--- config.mk ---
export PLATFORM = sky130hd
export DESIGN_NAME = address_map_access_guard
export DESIGN_NICKNAME = d
export VERILOG_FILES = /design/src/hw/guard_pkg.sv /design/src/hw/address_map_access_guard.sv
export SDC_FILE = /design/constraint.sdc
export NUM_CORES = 2
export LEC_CHECK = 0
export ABC_AREA = 1
export BUFFER_PORTS_ARGS = -buffer_cell sky130_fd_sc_hd__buf_2
export CORE_MARGIN = 5
export CORE_UTILIZATION = 31
export CTS_CLUSTER_SIZE = 12
export DETAILED_ROUTE_END_ITERATION = 10
export GPL_TIMING_DRIVEN = 0
export PLACE_DENSITY_LB_ADDON = 0.2
export SLEW_MARGIN = 10
export SYNTH_ARGS = -nofsm -noshare
export SYNTH_HDL_FRONTEND = slang
export SYNTH_SLANG_ARGS = --single-unit
--- constraint.sdc ---
create_clock -name clk -period 5.3 [get_ports clk]
set_input_delay 0.265 -clock clk [delete_from_list [all_inputs] [get_ports clk]]
set_output_delay 0.265 -clock clk [all_outputs]
set_load 0.01 [all_outputs]
--- src/hw/guard_pkg.sv ---
// shared constants and types for the address map access guard
package guard_pkg;
    // region bounds
    localparam logic [31:0] code_lo = 32'h0000_0000;
    localparam logic [31:0] code_hi = 32'h1fff_ffff;
    localparam logic [31:0] dreg_lo = 32'h2000_0000;
    localparam logic [31:0] dreg_hi = 32'h3fff_ffff;
    localparam logic [31:0] peri_lo = 32'h4000_0000;
    localparam logic [31:0] peri_hi = 32'h5fff_ffff;
    localparam logic [31:0] xram_lo = 32'h6000_0000;
    localparam logic [31:0] xram_hi = 32'h9fff_ffff;
    localparam logic [31:0] ppb_lo = 32'he000_0000;
    localparam logic [31:0] ppb_hi = 32'he00f_ffff;
    localparam logic [31:0] vector_base = 32'h0000_0000;
    // boot rom, supervisory flash and the whole flash range inside the code region
    localparam logic [31:0] brom_lo = 32'h0000_0000;
    localparam logic [31:0] brom_hi = 32'h0000_ffff;
    localparam logic [31:0] sflash_lo = 32'h1600_0000;
    localparam logic [31:0] sflash_hi = 32'h1600_7fff;
    localparam logic [31:0] flash_lo = 32'h1000_0000;
    localparam logic [31:0] flash_hi = 32'h1600_7fff;
    // memory geometry
    localparam int flash_width_bits = 128;
    localparam int row_bytes = 512;
    localparam int cache_bytes = 8192;
    localparam int cache_ways = 4;
    localparam int fuse_bits = 1024;
    localparam int bank0_regions = 13;
    localparam int bank_count = 3;
    localparam int ctx_count = 8;
    localparam int guard_slots = 8;
    // contexts
    localparam logic [2:0] ctx_boot = 3'h0;
    localparam logic [2:0] ctx_user = 3'h6;
    // register offsets (byte addresses)
    localparam logic [7:0] reg_mode = 8'h00;
    localparam logic [7:0] reg_lifecycle = 8'h04;
    localparam logic [7:0] reg_bank0_pwr = 8'h08;
    localparam logic [7:0] reg_bank0_ret = 8'h0c;
    localparam logic [7:0] reg_bank12 = 8'h10;
    localparam logic [7:0] reg_fuse_addr = 8'h14;
    localparam logic [7:0] reg_fuse_prog = 8'h18;
    localparam logic [7:0] reg_fuse_data = 8'h1c;
    localparam logic [7:0] reg_status = 8'h20;
    localparam logic [7:0] reg_sysreq = 8'h24;
    localparam logic [7:0] reg_gslot_base = 8'h40;
    localparam logic [7:0] reg_gslot_end = 8'h60;
    // reset values
    localparam logic [12:0] bank0_pwr_rst = 13'h1fff;
    localparam logic [3:0] bank12_rst = 4'h3;
    localparam logic [31:0] slot_rst = 32'h0000_00ff;
    // bus-master identities
    typedef enum logic [1:0] {
        mst_main, mst_secondary, mst_dma, mst_debug
    } master_e;
    // target selection
    typedef enum logic [2:0] {
        tgt_none, tgt_code, tgt_peri, tgt_xram, tgt_ppb
    } target_e;
    // one access as presented by a master
    typedef struct packed {
        logic valid;
        logic write;
        logic fetch;
        logic priv;
        logic secure;
        logic [2:0] ctx;
        master_e master;
        logic [31:0] addr;
    } access_s;
    // verdict on one access
    typedef struct packed {
        logic valid;
        logic error;
        target_e target;
        logic flash_sel;
        logic row_start;
    } verdict_s;
endpackage

--- src/hw/address_map_access_guard.sv ---
// address decode and access checks for the shared dual-processor address space
//
// Register access over Avalon-MM and the register offsets were left to the implementer.
`timescale 1ns/1ps
module address_map_access_guard #(
    parameter int fuse_count = 1024,
    parameter int slots = 8
) (
    input wire logic clk,
    input wire logic rst_n,
    // access under check
    input wire guard_pkg::access_s acc_in,
    output guard_pkg::verdict_s verdict,
    output logic [guard_pkg::flash_width_bits-1:0] flash_rd_mask,
    output logic [1:0] cache_sel,
    output logic sys_nmi,
    // system request strobes: main, debug
    input wire logic sysreq_main,
    input wire logic sysreq_debug,
    // avalon-mm slave
    input wire logic [7:0] avs_address,
    input wire logic avs_read,
    input wire logic avs_write,
    input wire logic [31:0] avs_writedata,
    input wire guard_pkg::access_s avs_who,
    output logic [31:0] avs_readdata,
    output logic avs_waitrequest,
    output logic [1:0] avs_response,
    // power control
    output logic [12:0] bank0_pwr,
    output logic [12:0] bank0_ret,
    output logic [3:0] bank12_ctl
);
    import guard_pkg::*;

    initial begin
        if (fuse_count != fuse_bits || slots != guard_slots || fuse_count % 32 != 0) begin
            $error("unsupported guard geometry");
        end
    end

    // all module state
    typedef struct packed {
        verdict_s verdict;
        logic [flash_width_bits-1:0] rd_mask;
        logic [1:0] cache_sel;
        logic nmi;
        logic [31:0] rdata;
        logic wait_n;
        logic [1:0] resp;
        logic ultra_low_power_mode;
        logic secure_lc;
        logic [12:0] b0_pwr;
        logic [12:0] b0_ret;
        logic [3:0] b12;
        logic [4:0] fuse_addr;
        logic [fuse_count-1:0] fuse;
        logic [slots-1:0][31:0] slot;
    } state_s;

    state_s st_ff;
    state_s nxt_st;
    // decoded helpers
    target_e tgt;
    logic in_brom;
    logic in_sflash;
    logic in_flash;
    logic deny;
    logic [2:0] slot_idx;
    logic slot_hit;
    logic reg_ok;
    logic [31:0] rd;
    logic [4:0] fw;

    // region decode of the access under check
    always_comb begin
        tgt = tgt_none;
        if (acc_in.addr <= code_hi) begin
            tgt = tgt_code;
        end else if (acc_in.addr >= dreg_lo && acc_in.addr <= dreg_hi) begin
            tgt = tgt_none;
        end else if (acc_in.addr >= peri_lo && acc_in.addr <= peri_hi) begin
            tgt = tgt_peri;
        end else if (acc_in.addr >= xram_lo && acc_in.addr <= xram_hi) begin
            tgt = tgt_xram;
        end else if (acc_in.addr >= ppb_lo && acc_in.addr <= ppb_hi) begin
            tgt = tgt_ppb;
        end
        in_brom = (acc_in.addr >= brom_lo) && (acc_in.addr <= brom_hi);
        in_sflash = (acc_in.addr >= sflash_lo) && (acc_in.addr <= sflash_hi);
        in_flash = (acc_in.addr >= flash_lo) && (acc_in.addr <= flash_hi);
    end

    // protection checks; slot word: [7:0] context allow, [8] write,
    // [9] fetch, [10] user allowed, [11] non-secure allowed, [15:12] region (addr[31:28])
    always_comb begin
        deny = 1'b0;
        slot_hit = 1'b0;
        for (int i = 0; i < slots; i++) begin
            if (st_ff.slot[i][15:12] == acc_in.addr[31:28]) begin
                slot_hit = 1'b1;
                if (!st_ff.slot[i][acc_in.ctx]) deny = 1'b1;
                if (acc_in.write && !st_ff.slot[i][8]) deny = 1'b1;
                if (acc_in.fetch && !st_ff.slot[i][9]) deny = 1'b1;
                if (!acc_in.priv && !st_ff.slot[i][10]) deny = 1'b1;
                if (!acc_in.secure && !st_ff.slot[i][11]) deny = 1'b1;
            end
        end
        // unpopulated target
        if (tgt == tgt_none) deny = 1'b1;
        // no code from peripheral or core register space
        if (acc_in.fetch && !(tgt == tgt_code || tgt == tgt_xram)) deny = 1'b1;
        // boot rom fetch is secondary-only in boot context; boot rom writes always refused
        if (tgt == tgt_code && in_brom && acc_in.fetch &&
            !(acc_in.master == mst_secondary && acc_in.ctx == ctx_boot)) begin
            deny = 1'b1;
        end
        if (tgt == tgt_code && in_brom && acc_in.write) deny = 1'b1;
        // no flash writes in ultra-low-power mode
        if (in_flash && acc_in.write && st_ff.ultra_low_power_mode) deny = 1'b1;
        // supervisory sector frozen once secure
        if (in_sflash && acc_in.write && st_ff.secure_lc) deny = 1'b1;
    end

    // register read mux
    always_comb begin
        rd = 32'h0000_0000;
        reg_ok = 1'b1;
        slot_idx = avs_address[4:2];
        fw = st_ff.fuse_addr;
        if (avs_address == reg_mode) begin
            rd = {31'h0, st_ff.ultra_low_power_mode};
        end else if (avs_address == reg_lifecycle) begin
            rd = {31'h0, st_ff.secure_lc};
        end else if (avs_address == reg_bank0_pwr) begin
            rd = {19'h0, st_ff.b0_pwr};
        end else if (avs_address == reg_bank0_ret) begin
            rd = {19'h0, st_ff.b0_ret};
        end else if (avs_address == reg_bank12) begin
            rd = {28'h0, st_ff.b12};
        end else if (avs_address == reg_fuse_addr) begin
            rd = {27'h0, st_ff.fuse_addr};
        end else if (avs_address == reg_fuse_prog) begin
            rd = 32'h0000_0000;
        end else if (avs_address == reg_fuse_data) begin
            rd = st_ff.fuse[fw*32 +: 32];
        end else if (avs_address == reg_status) begin
            rd = {29'h0, st_ff.nmi, st_ff.secure_lc, st_ff.ultra_low_power_mode};
        end else if (avs_address == reg_sysreq) begin
            rd = 32'h0000_0000;
        end else if (avs_address >= reg_gslot_base && avs_address < reg_gslot_end) begin
            rd = st_ff.slot[slot_idx];
        end else begin
            reg_ok = 1'b0; // unmapped
        end
    end

    // next state
    always_comb begin
        nxt_st = st_ff;
        // verdict registered one cycle after the access
        nxt_st.verdict.valid = acc_in.valid;
        nxt_st.verdict.error = acc_in.valid && deny;
        nxt_st.verdict.target = deny ? tgt_none : tgt;
        nxt_st.verdict.flash_sel = acc_in.valid && !deny && in_flash;
        // a programming write must begin on a 512-byte row boundary
        nxt_st.verdict.row_start = acc_in.valid && !deny && in_flash && acc_in.write &&
            (acc_in.addr[8:0] == 9'h000);
        // whole 128-bit line fetched per flash read
        nxt_st.rd_mask = (acc_in.valid && in_flash && !acc_in.write) ?
            {flash_width_bits{1'b1}} : '0;
        // per-processor cache routing, other masters bypass
        nxt_st.cache_sel = 2'b00;
        if (acc_in.valid && in_flash && !acc_in.write) begin
            if (acc_in.master == mst_main) nxt_st.cache_sel = 2'b01;
            if (acc_in.master == mst_secondary) nxt_st.cache_sel = 2'b10;
        end
        // system request causes the secondary nmi; held until acknowledged
        if (sysreq_main || sysreq_debug) nxt_st.nmi = 1'b1;
        // bus slave: one wait cycle, answer on the second
        nxt_st.wait_n = 1'b0;
        nxt_st.resp = 2'b00;
        if ((avs_read || avs_write) && !st_ff.wait_n) begin
            nxt_st.wait_n = 1'b1;
            nxt_st.rdata = avs_read ? rd : 32'h0000_0000;
            nxt_st.resp = reg_ok ? 2'b00 : 2'b10;
            if (avs_write && reg_ok) begin
                if (avs_address == reg_mode) begin
                    nxt_st.ultra_low_power_mode = avs_writedata[0];
                end else if (avs_address == reg_lifecycle) begin
                    // lifecycle only advances
                    nxt_st.secure_lc = st_ff.secure_lc | avs_writedata[0];
                end else if (avs_address == reg_bank0_pwr) begin
                    nxt_st.b0_pwr = avs_writedata[12:0];
                end else if (avs_address == reg_bank0_ret) begin
                    nxt_st.b0_ret = avs_writedata[12:0];
                end else if (avs_address == reg_bank12) begin
                    nxt_st.b12 = avs_writedata[3:0];
                end else if (avs_address == reg_fuse_addr) begin
                    nxt_st.fuse_addr = avs_writedata[4:0];
                end else if (avs_address == reg_fuse_prog) begin
                    // or-in only; a blown bit never clears
                    nxt_st.fuse[fw*32 +: 32] = st_ff.fuse[fw*32 +: 32] | avs_writedata;
                end else if (avs_address == reg_status) begin
                    // acknowledge clears nmi unless a new request arrives
                    if (avs_writedata[2] && !(sysreq_main || sysreq_debug)) nxt_st.nmi = 1'b0;
                end else if (avs_address == reg_sysreq) begin
                    if (avs_writedata[0]) nxt_st.nmi = 1'b1;
                end else if (avs_address >= reg_gslot_base) begin
                    // user context may not reconfigure the guards
                    // context six is where user code on the main processor runs
                    if (avs_who.ctx == ctx_user) begin
                        nxt_st.resp = 2'b10;
                    end else begin
                        nxt_st.slot[slot_idx] = avs_writedata;
                    end
                end
            end
        end
    end

    // state register; guards preset at reset
    always_ff @(posedge clk or negedge rst_n) begin
        if (!rst_n) begin
            st_ff <= '0;
            st_ff.b0_pwr <= bank0_pwr_rst;
            st_ff.b12 <= bank12_rst;
            for (int i = 0; i < slots; i++) begin
                st_ff.slot[i] <= slot_rst;
            end
        end else begin
            st_ff <= nxt_st;
        end
    end

    // outputs straight from state, except avs_waitrequest, which is also gated by avs_read or avs_write
    assign verdict = st_ff.verdict;
    assign flash_rd_mask = st_ff.rd_mask;
    assign cache_sel = st_ff.cache_sel;
    assign sys_nmi = st_ff.nmi;
    assign avs_readdata = st_ff.rdata;
    assign avs_waitrequest = !st_ff.wait_n && (avs_read || avs_write);
    assign avs_response = st_ff.resp;
    assign bank0_pwr = st_ff.b0_pwr;
    assign bank0_ret = st_ff.b0_ret;
    assign bank12_ctl = st_ff.b12;
endmodule

Yosys cells after proc, flatten, opt, wreduce, memory -nomap -nowiden
Index checks and enable logic that the tools add are counted.
{ "totals": {"register_bits": 1490, "input_bits": 130, "output_inout_bits": 203, "elab_cells": 353} }
{ "classes": {"addsub": 1, "magnitude_cmp": 19, "eq_ne": 21, "shifts": 3, "n_mux": 154, "bitwise_logic": 12, "n_reduce_logical": 117} }
{ "op_table": {"columns": ["operator", "count"], "rows": [
  ["$mux W1353", 1],
  ["$mux W1319", 1],
  ["$mux W1316", 1],
  ["$mux W1315", 1],
  ["$mux W1302", 1],
  ["$mux W1289", 1],
  ["$mux W1285", 1],
  ["$mux W1280", 1],
  ["$mux W256", 5],
  ["$bwmux W1024", 1],
  ["$mux W1024", 1],
  ["$shift A32 B34 Y1024 const A", 1],
  ["$shiftx A1024 B11 Y32", 1],
  ["$shiftx A32 B34 Y1024", 1],
  ["$mux W32", 14],
  ["$bwmux W256", 1],
  ["$mux W128", 1],
  ["$bmux W32 S3", 1],
  ["$demux W32 S3", 1],
  ["$mux W1", 89],
  ["$ge A32 B29 Y1 const B", 2],
  ["$ge A32 B31 Y1 const B", 2],
  ["$le A32 B29 Y1 const B", 2],
  ["$le A32 B32 Y1 const B", 2],
  ["45 further kinds", 194]
]} }

Depth between registers and ports, before layout
{ "logic_depth": {"depth_word": 61, "ltp_mapped": 22, "ltp_nobuf": 16} }

Worst setup path before layout
OpenSTA, ideal clock, no wires.
{ "synth_path": {"kind": "reg-to-reg", "from": "register st_ff, in the netlist fw[0]", "to": "register with a tool-made name", "setup_time_ns": 0.133, "arrival_ns": 3.223, "required_time_ns": 5.167, "slack_ns": 1.945, "stages_incl_launch_ff": 17, "path_buffers": 7, "period_less_slack_ns": 3.355, "cell_sequence": "dfrtp_1 -> inv_2 -> buf_4 -> buf_4 -> buf_4 -> buf_2 -> buf_1 -> ha_1 -> inv_1 -> nor3_1 -> ha_1 -> clkbuf_1 -> inv_1 -> nand2_1 -> nor2_1 -> clkbuf_1 -> a21oi_1"} }
{ "synth_rtl": {"columns": ["item", "line_no", "source"], "rows": [
  ["start, declared", "address_map_access_guard.sv:61", "state_s st_ff;"],
  ["start signal, assigned", "address_map_access_guard.sv:232", "st_ff <= nxt_st;"]
]} }

==> reports/results.ini <==
[status]
status = finished with violations
violations = max-capacitance violations, max-slew violations, negative setup slack

[timing]
hold_viol = 0
setup_tns_ns = -5.666
finalSetupViolations = 97
fmaxAchievable_mhz = 183.1
finalWorstSetupSlack_ns = -0.1607
finalCriticalPeriod_ns = 5.461
drv_slew = 1
tightest_slew_ns = 1.498
fin_worst_skew_ns = 0.04938
hold-worst-slack_ns = 0.05430
slew_headroom_pct = -0.9041
min_period_over_period_pct = 103.0

[logic_synthesis]
synth-async-reset-ratio_pct = 100.0
synth.avg_cell_area_um2 = 7.567
yosysSeqAreaShare_pct = 50.34
syn_inst = 8974
synth_warnings = 0
syn-num-nets = 9106
ys_dominant_reg_cell = dfrtp_1
synth_area_leader_cell = dfrtp_1
synth.area.top_cells = dfrtp_1, nand2_1, o21ai_0, nor2_1, nand3_1
ys_seq_elements = 1362
netlist_area_um2 = 67900
synth_edf_count = 0
ys_types = 46
synth_top_area_share_pct = 47.28

[placement]
hpwl_um = 306800
dpl_cell_area_um2 = 73090
port_buffers = 250
gp_congestion = 1.067

[min_path]
hold_class = in2reg
hp-start = avs_writedata[6]
holdPathStages = 3

[grt]
grt_max_degree = 146
grt_pass1_wl_um = 520500
antenna_found_initial = 25
grt_overflow_total = 0
grt_pass1_vias = 65320
grt_usage_pct = 32.42

[worst_setup_path]
cp_max_fo = 10
crit_path_start_kind = flip-flop
critical_path_required_ns = 6.06
reg2reg_depth = 15
timing.rr.start = fw[0]$_DFFE_PN0P_
worstPathArrival_ns = 6.22
r2r_slack_ns = -0.16
path_class = reg2reg
end_kind = flip-flop

[pwr]
internal_power_mw = 17.69
ir_drop_mv = 0.2934
clkPwrFrac_pct = 49.3
combPwrFrac_pct = 5.4
seq_power_share_pct = 45.3
switching_share_pct = 25.44
leakage_nw = 38.34
power_density_nw_per_um2 = 298.9
p_switching_mw = 6.035
p_total_mw = 23.73

[die]
start_util_pct = 31.21
die_h_um = 478.0
rows = 171
ios = 333
die_area_um2 = 228500
die_width_um = 478.0
core-area_um2 = 217600

[detailed_routing]
drt_iter0_drc = 10430
route.met3.wl_um = 38140
drt-pass1-iter-count = 6
vias = 69820
wl_um = 383500
highest_layer = met5
met2WireLength_um = 156200
wl_met1_um = 160400
vias_per_cell = 5.604
postRouteAntennaNets = 0
wl_per_cell_um = 30.78
drc = 0

[cells_and_area]
drive_gt1_share_pct = 11.30
design_area_um2 = 79370
fin_util_pct = 36.48
fin_nets = 9593
final_cell_mix = nand2_1, dfrtp_1, o21ai_0, nor2_1, nand3_1
syn_to_final_growth_pct = 16.89
fill_cells = 23300
layout_commonest_cell = nand2_1

[clock_network]
cts_tree = yes
cts.clk_slew.worst_paths_ns = 0.07
clockBufferDepth = 3
cts_root_buf = clkbuf_16
clkSinkCount = 1362
clk_latency_ns = 0.85
htreeDepth = 4
cts_buffers = 162

[job]
drv_cap = 1

-- repair_timing --
item	4_1_cts	5_1_grt
hold buffers	59	0
resized for setup	26	66
setup buffers	5	0
pin swaps	1	0
hold endpoints to repair	477	0
setup endpoints to repair	1021	207
-- cell families (layout without fill, tap and decap cells) --
| group | Yosys count | after routing | share of synthesized area [%] |
|---|---|---|---|
| adders and majority gates | 2 | 2 | 0.03685 |
| other | 1 | 12 | 0.005523 |
| AOI/OAI and AO/OA | 1743 | 1743 | 13.74 |
| and+or+nand+nor | 4630 | 4630 | 27.34 |
| buffers and inverters | 1203 | 1822 | 8.108 |
| DFF | 1362 | 1362 | 50.34 |
| xor gates and xnor gates | 33 | 33 | 0.4257 |
-- per-layer routing --
metal	GRT usage, %	up-vias
met5	0	-
met4	19.63	6
met3	6.938	808
met2	46.09	4014
met1	45.01	35050
li1	-	29950
-- per-stage QoR --
step | setup slack [ns] | std cells
final | -0.1607 | 12460
after global routing | -0.005122 | 12450
after CTS | -0.005918 | 12450
after detailed placement | -1.772 | 12090
after global placement | -28.30 | 12080
after floorplan | 1.945 | 8974
-- worst max-delay path by stage --
stage	end	slack (ns)	start	cells past startpoint
after global placement	async pin	-28.30	rst_n	1
after floorplan	flip-flop	1.94	fw[0]$_DFFE_PN0P_	16
after CTS	flip-flop	-0.006	fw[0]$_DFFE_PN0P_	18
after global routing	flip-flop	-0.005	fw[0]$_DFFE_PN0P_	18
after detailed placement	flip-flop	-1.77	fw[0]$_DFFE_PN0P_	18
final	flip-flop	-0.16	fw[0]$_DFFE_PN0P_	15
-- worst max-delay path, stage by stage (launching register included) --
cell	delay, ns
dfrtp_1	0.66
inv_2	0.14
buf_4	0.21
buf_4	0.24
buf_4	0.25
clkbuf_1	0.99
o21ai_0	0.42
o21ai_0	0.39
nand2_1	0.12
nand3_1	0.12
nand3_1	0.14
nand3_1	0.24
nand2_1	0.10
nor2_1	0.70
nand3_1	0.42
o21ai_0	0.25
-- layout make-up --
class	instances	area, um^2	share of cell area [%]
diodes	11	27.53	0.03468
plain buffers	846	4227	5.325
clock buffers	262	4941	6.225
clock inverters	34	531.8	0.6700
multi-input cells	6409	28290	35.65
flip-flops and latches	1362	34190	43.07
repair buffers	326	2255	2.841
well taps	2854	3571	4.499
inverters	354	1340	1.688
-- cells in the mapped netlist, types with 6 or more instances --
cell      count
a21oi_1     296
a22o_1       15
and2_1       15
buf_1        72
buf_2       138
buf_4       217
clkbuf_1    422
dfrtp_1    1283
dfstp_2      79
inv_1       326
inv_2        24
nand2_1    2862
nand3_1     680
nand4_1      19
nor2_1      971
nor2_2       18
nor3_1       18
nor4_1       10
o211ai_1    131
o21ai_0    1061
o21ai_1      88
o22ai_1     135
or2_2        17
xnor2_1       6
xor2_1       27
-- power groups by stage --
stage	Clock, mW	Sequential (mW)	Combinational, mW
CTS	11.8	10.7	1.26
global placement	0	10.9	1.18
floorplan	0	10.9	0.573
global route	12.2	10.8	1.39
detailed placement	0	10.9	1.22
finish	11.7	10.8	1.27
Power figures use the tool's default switching activity.
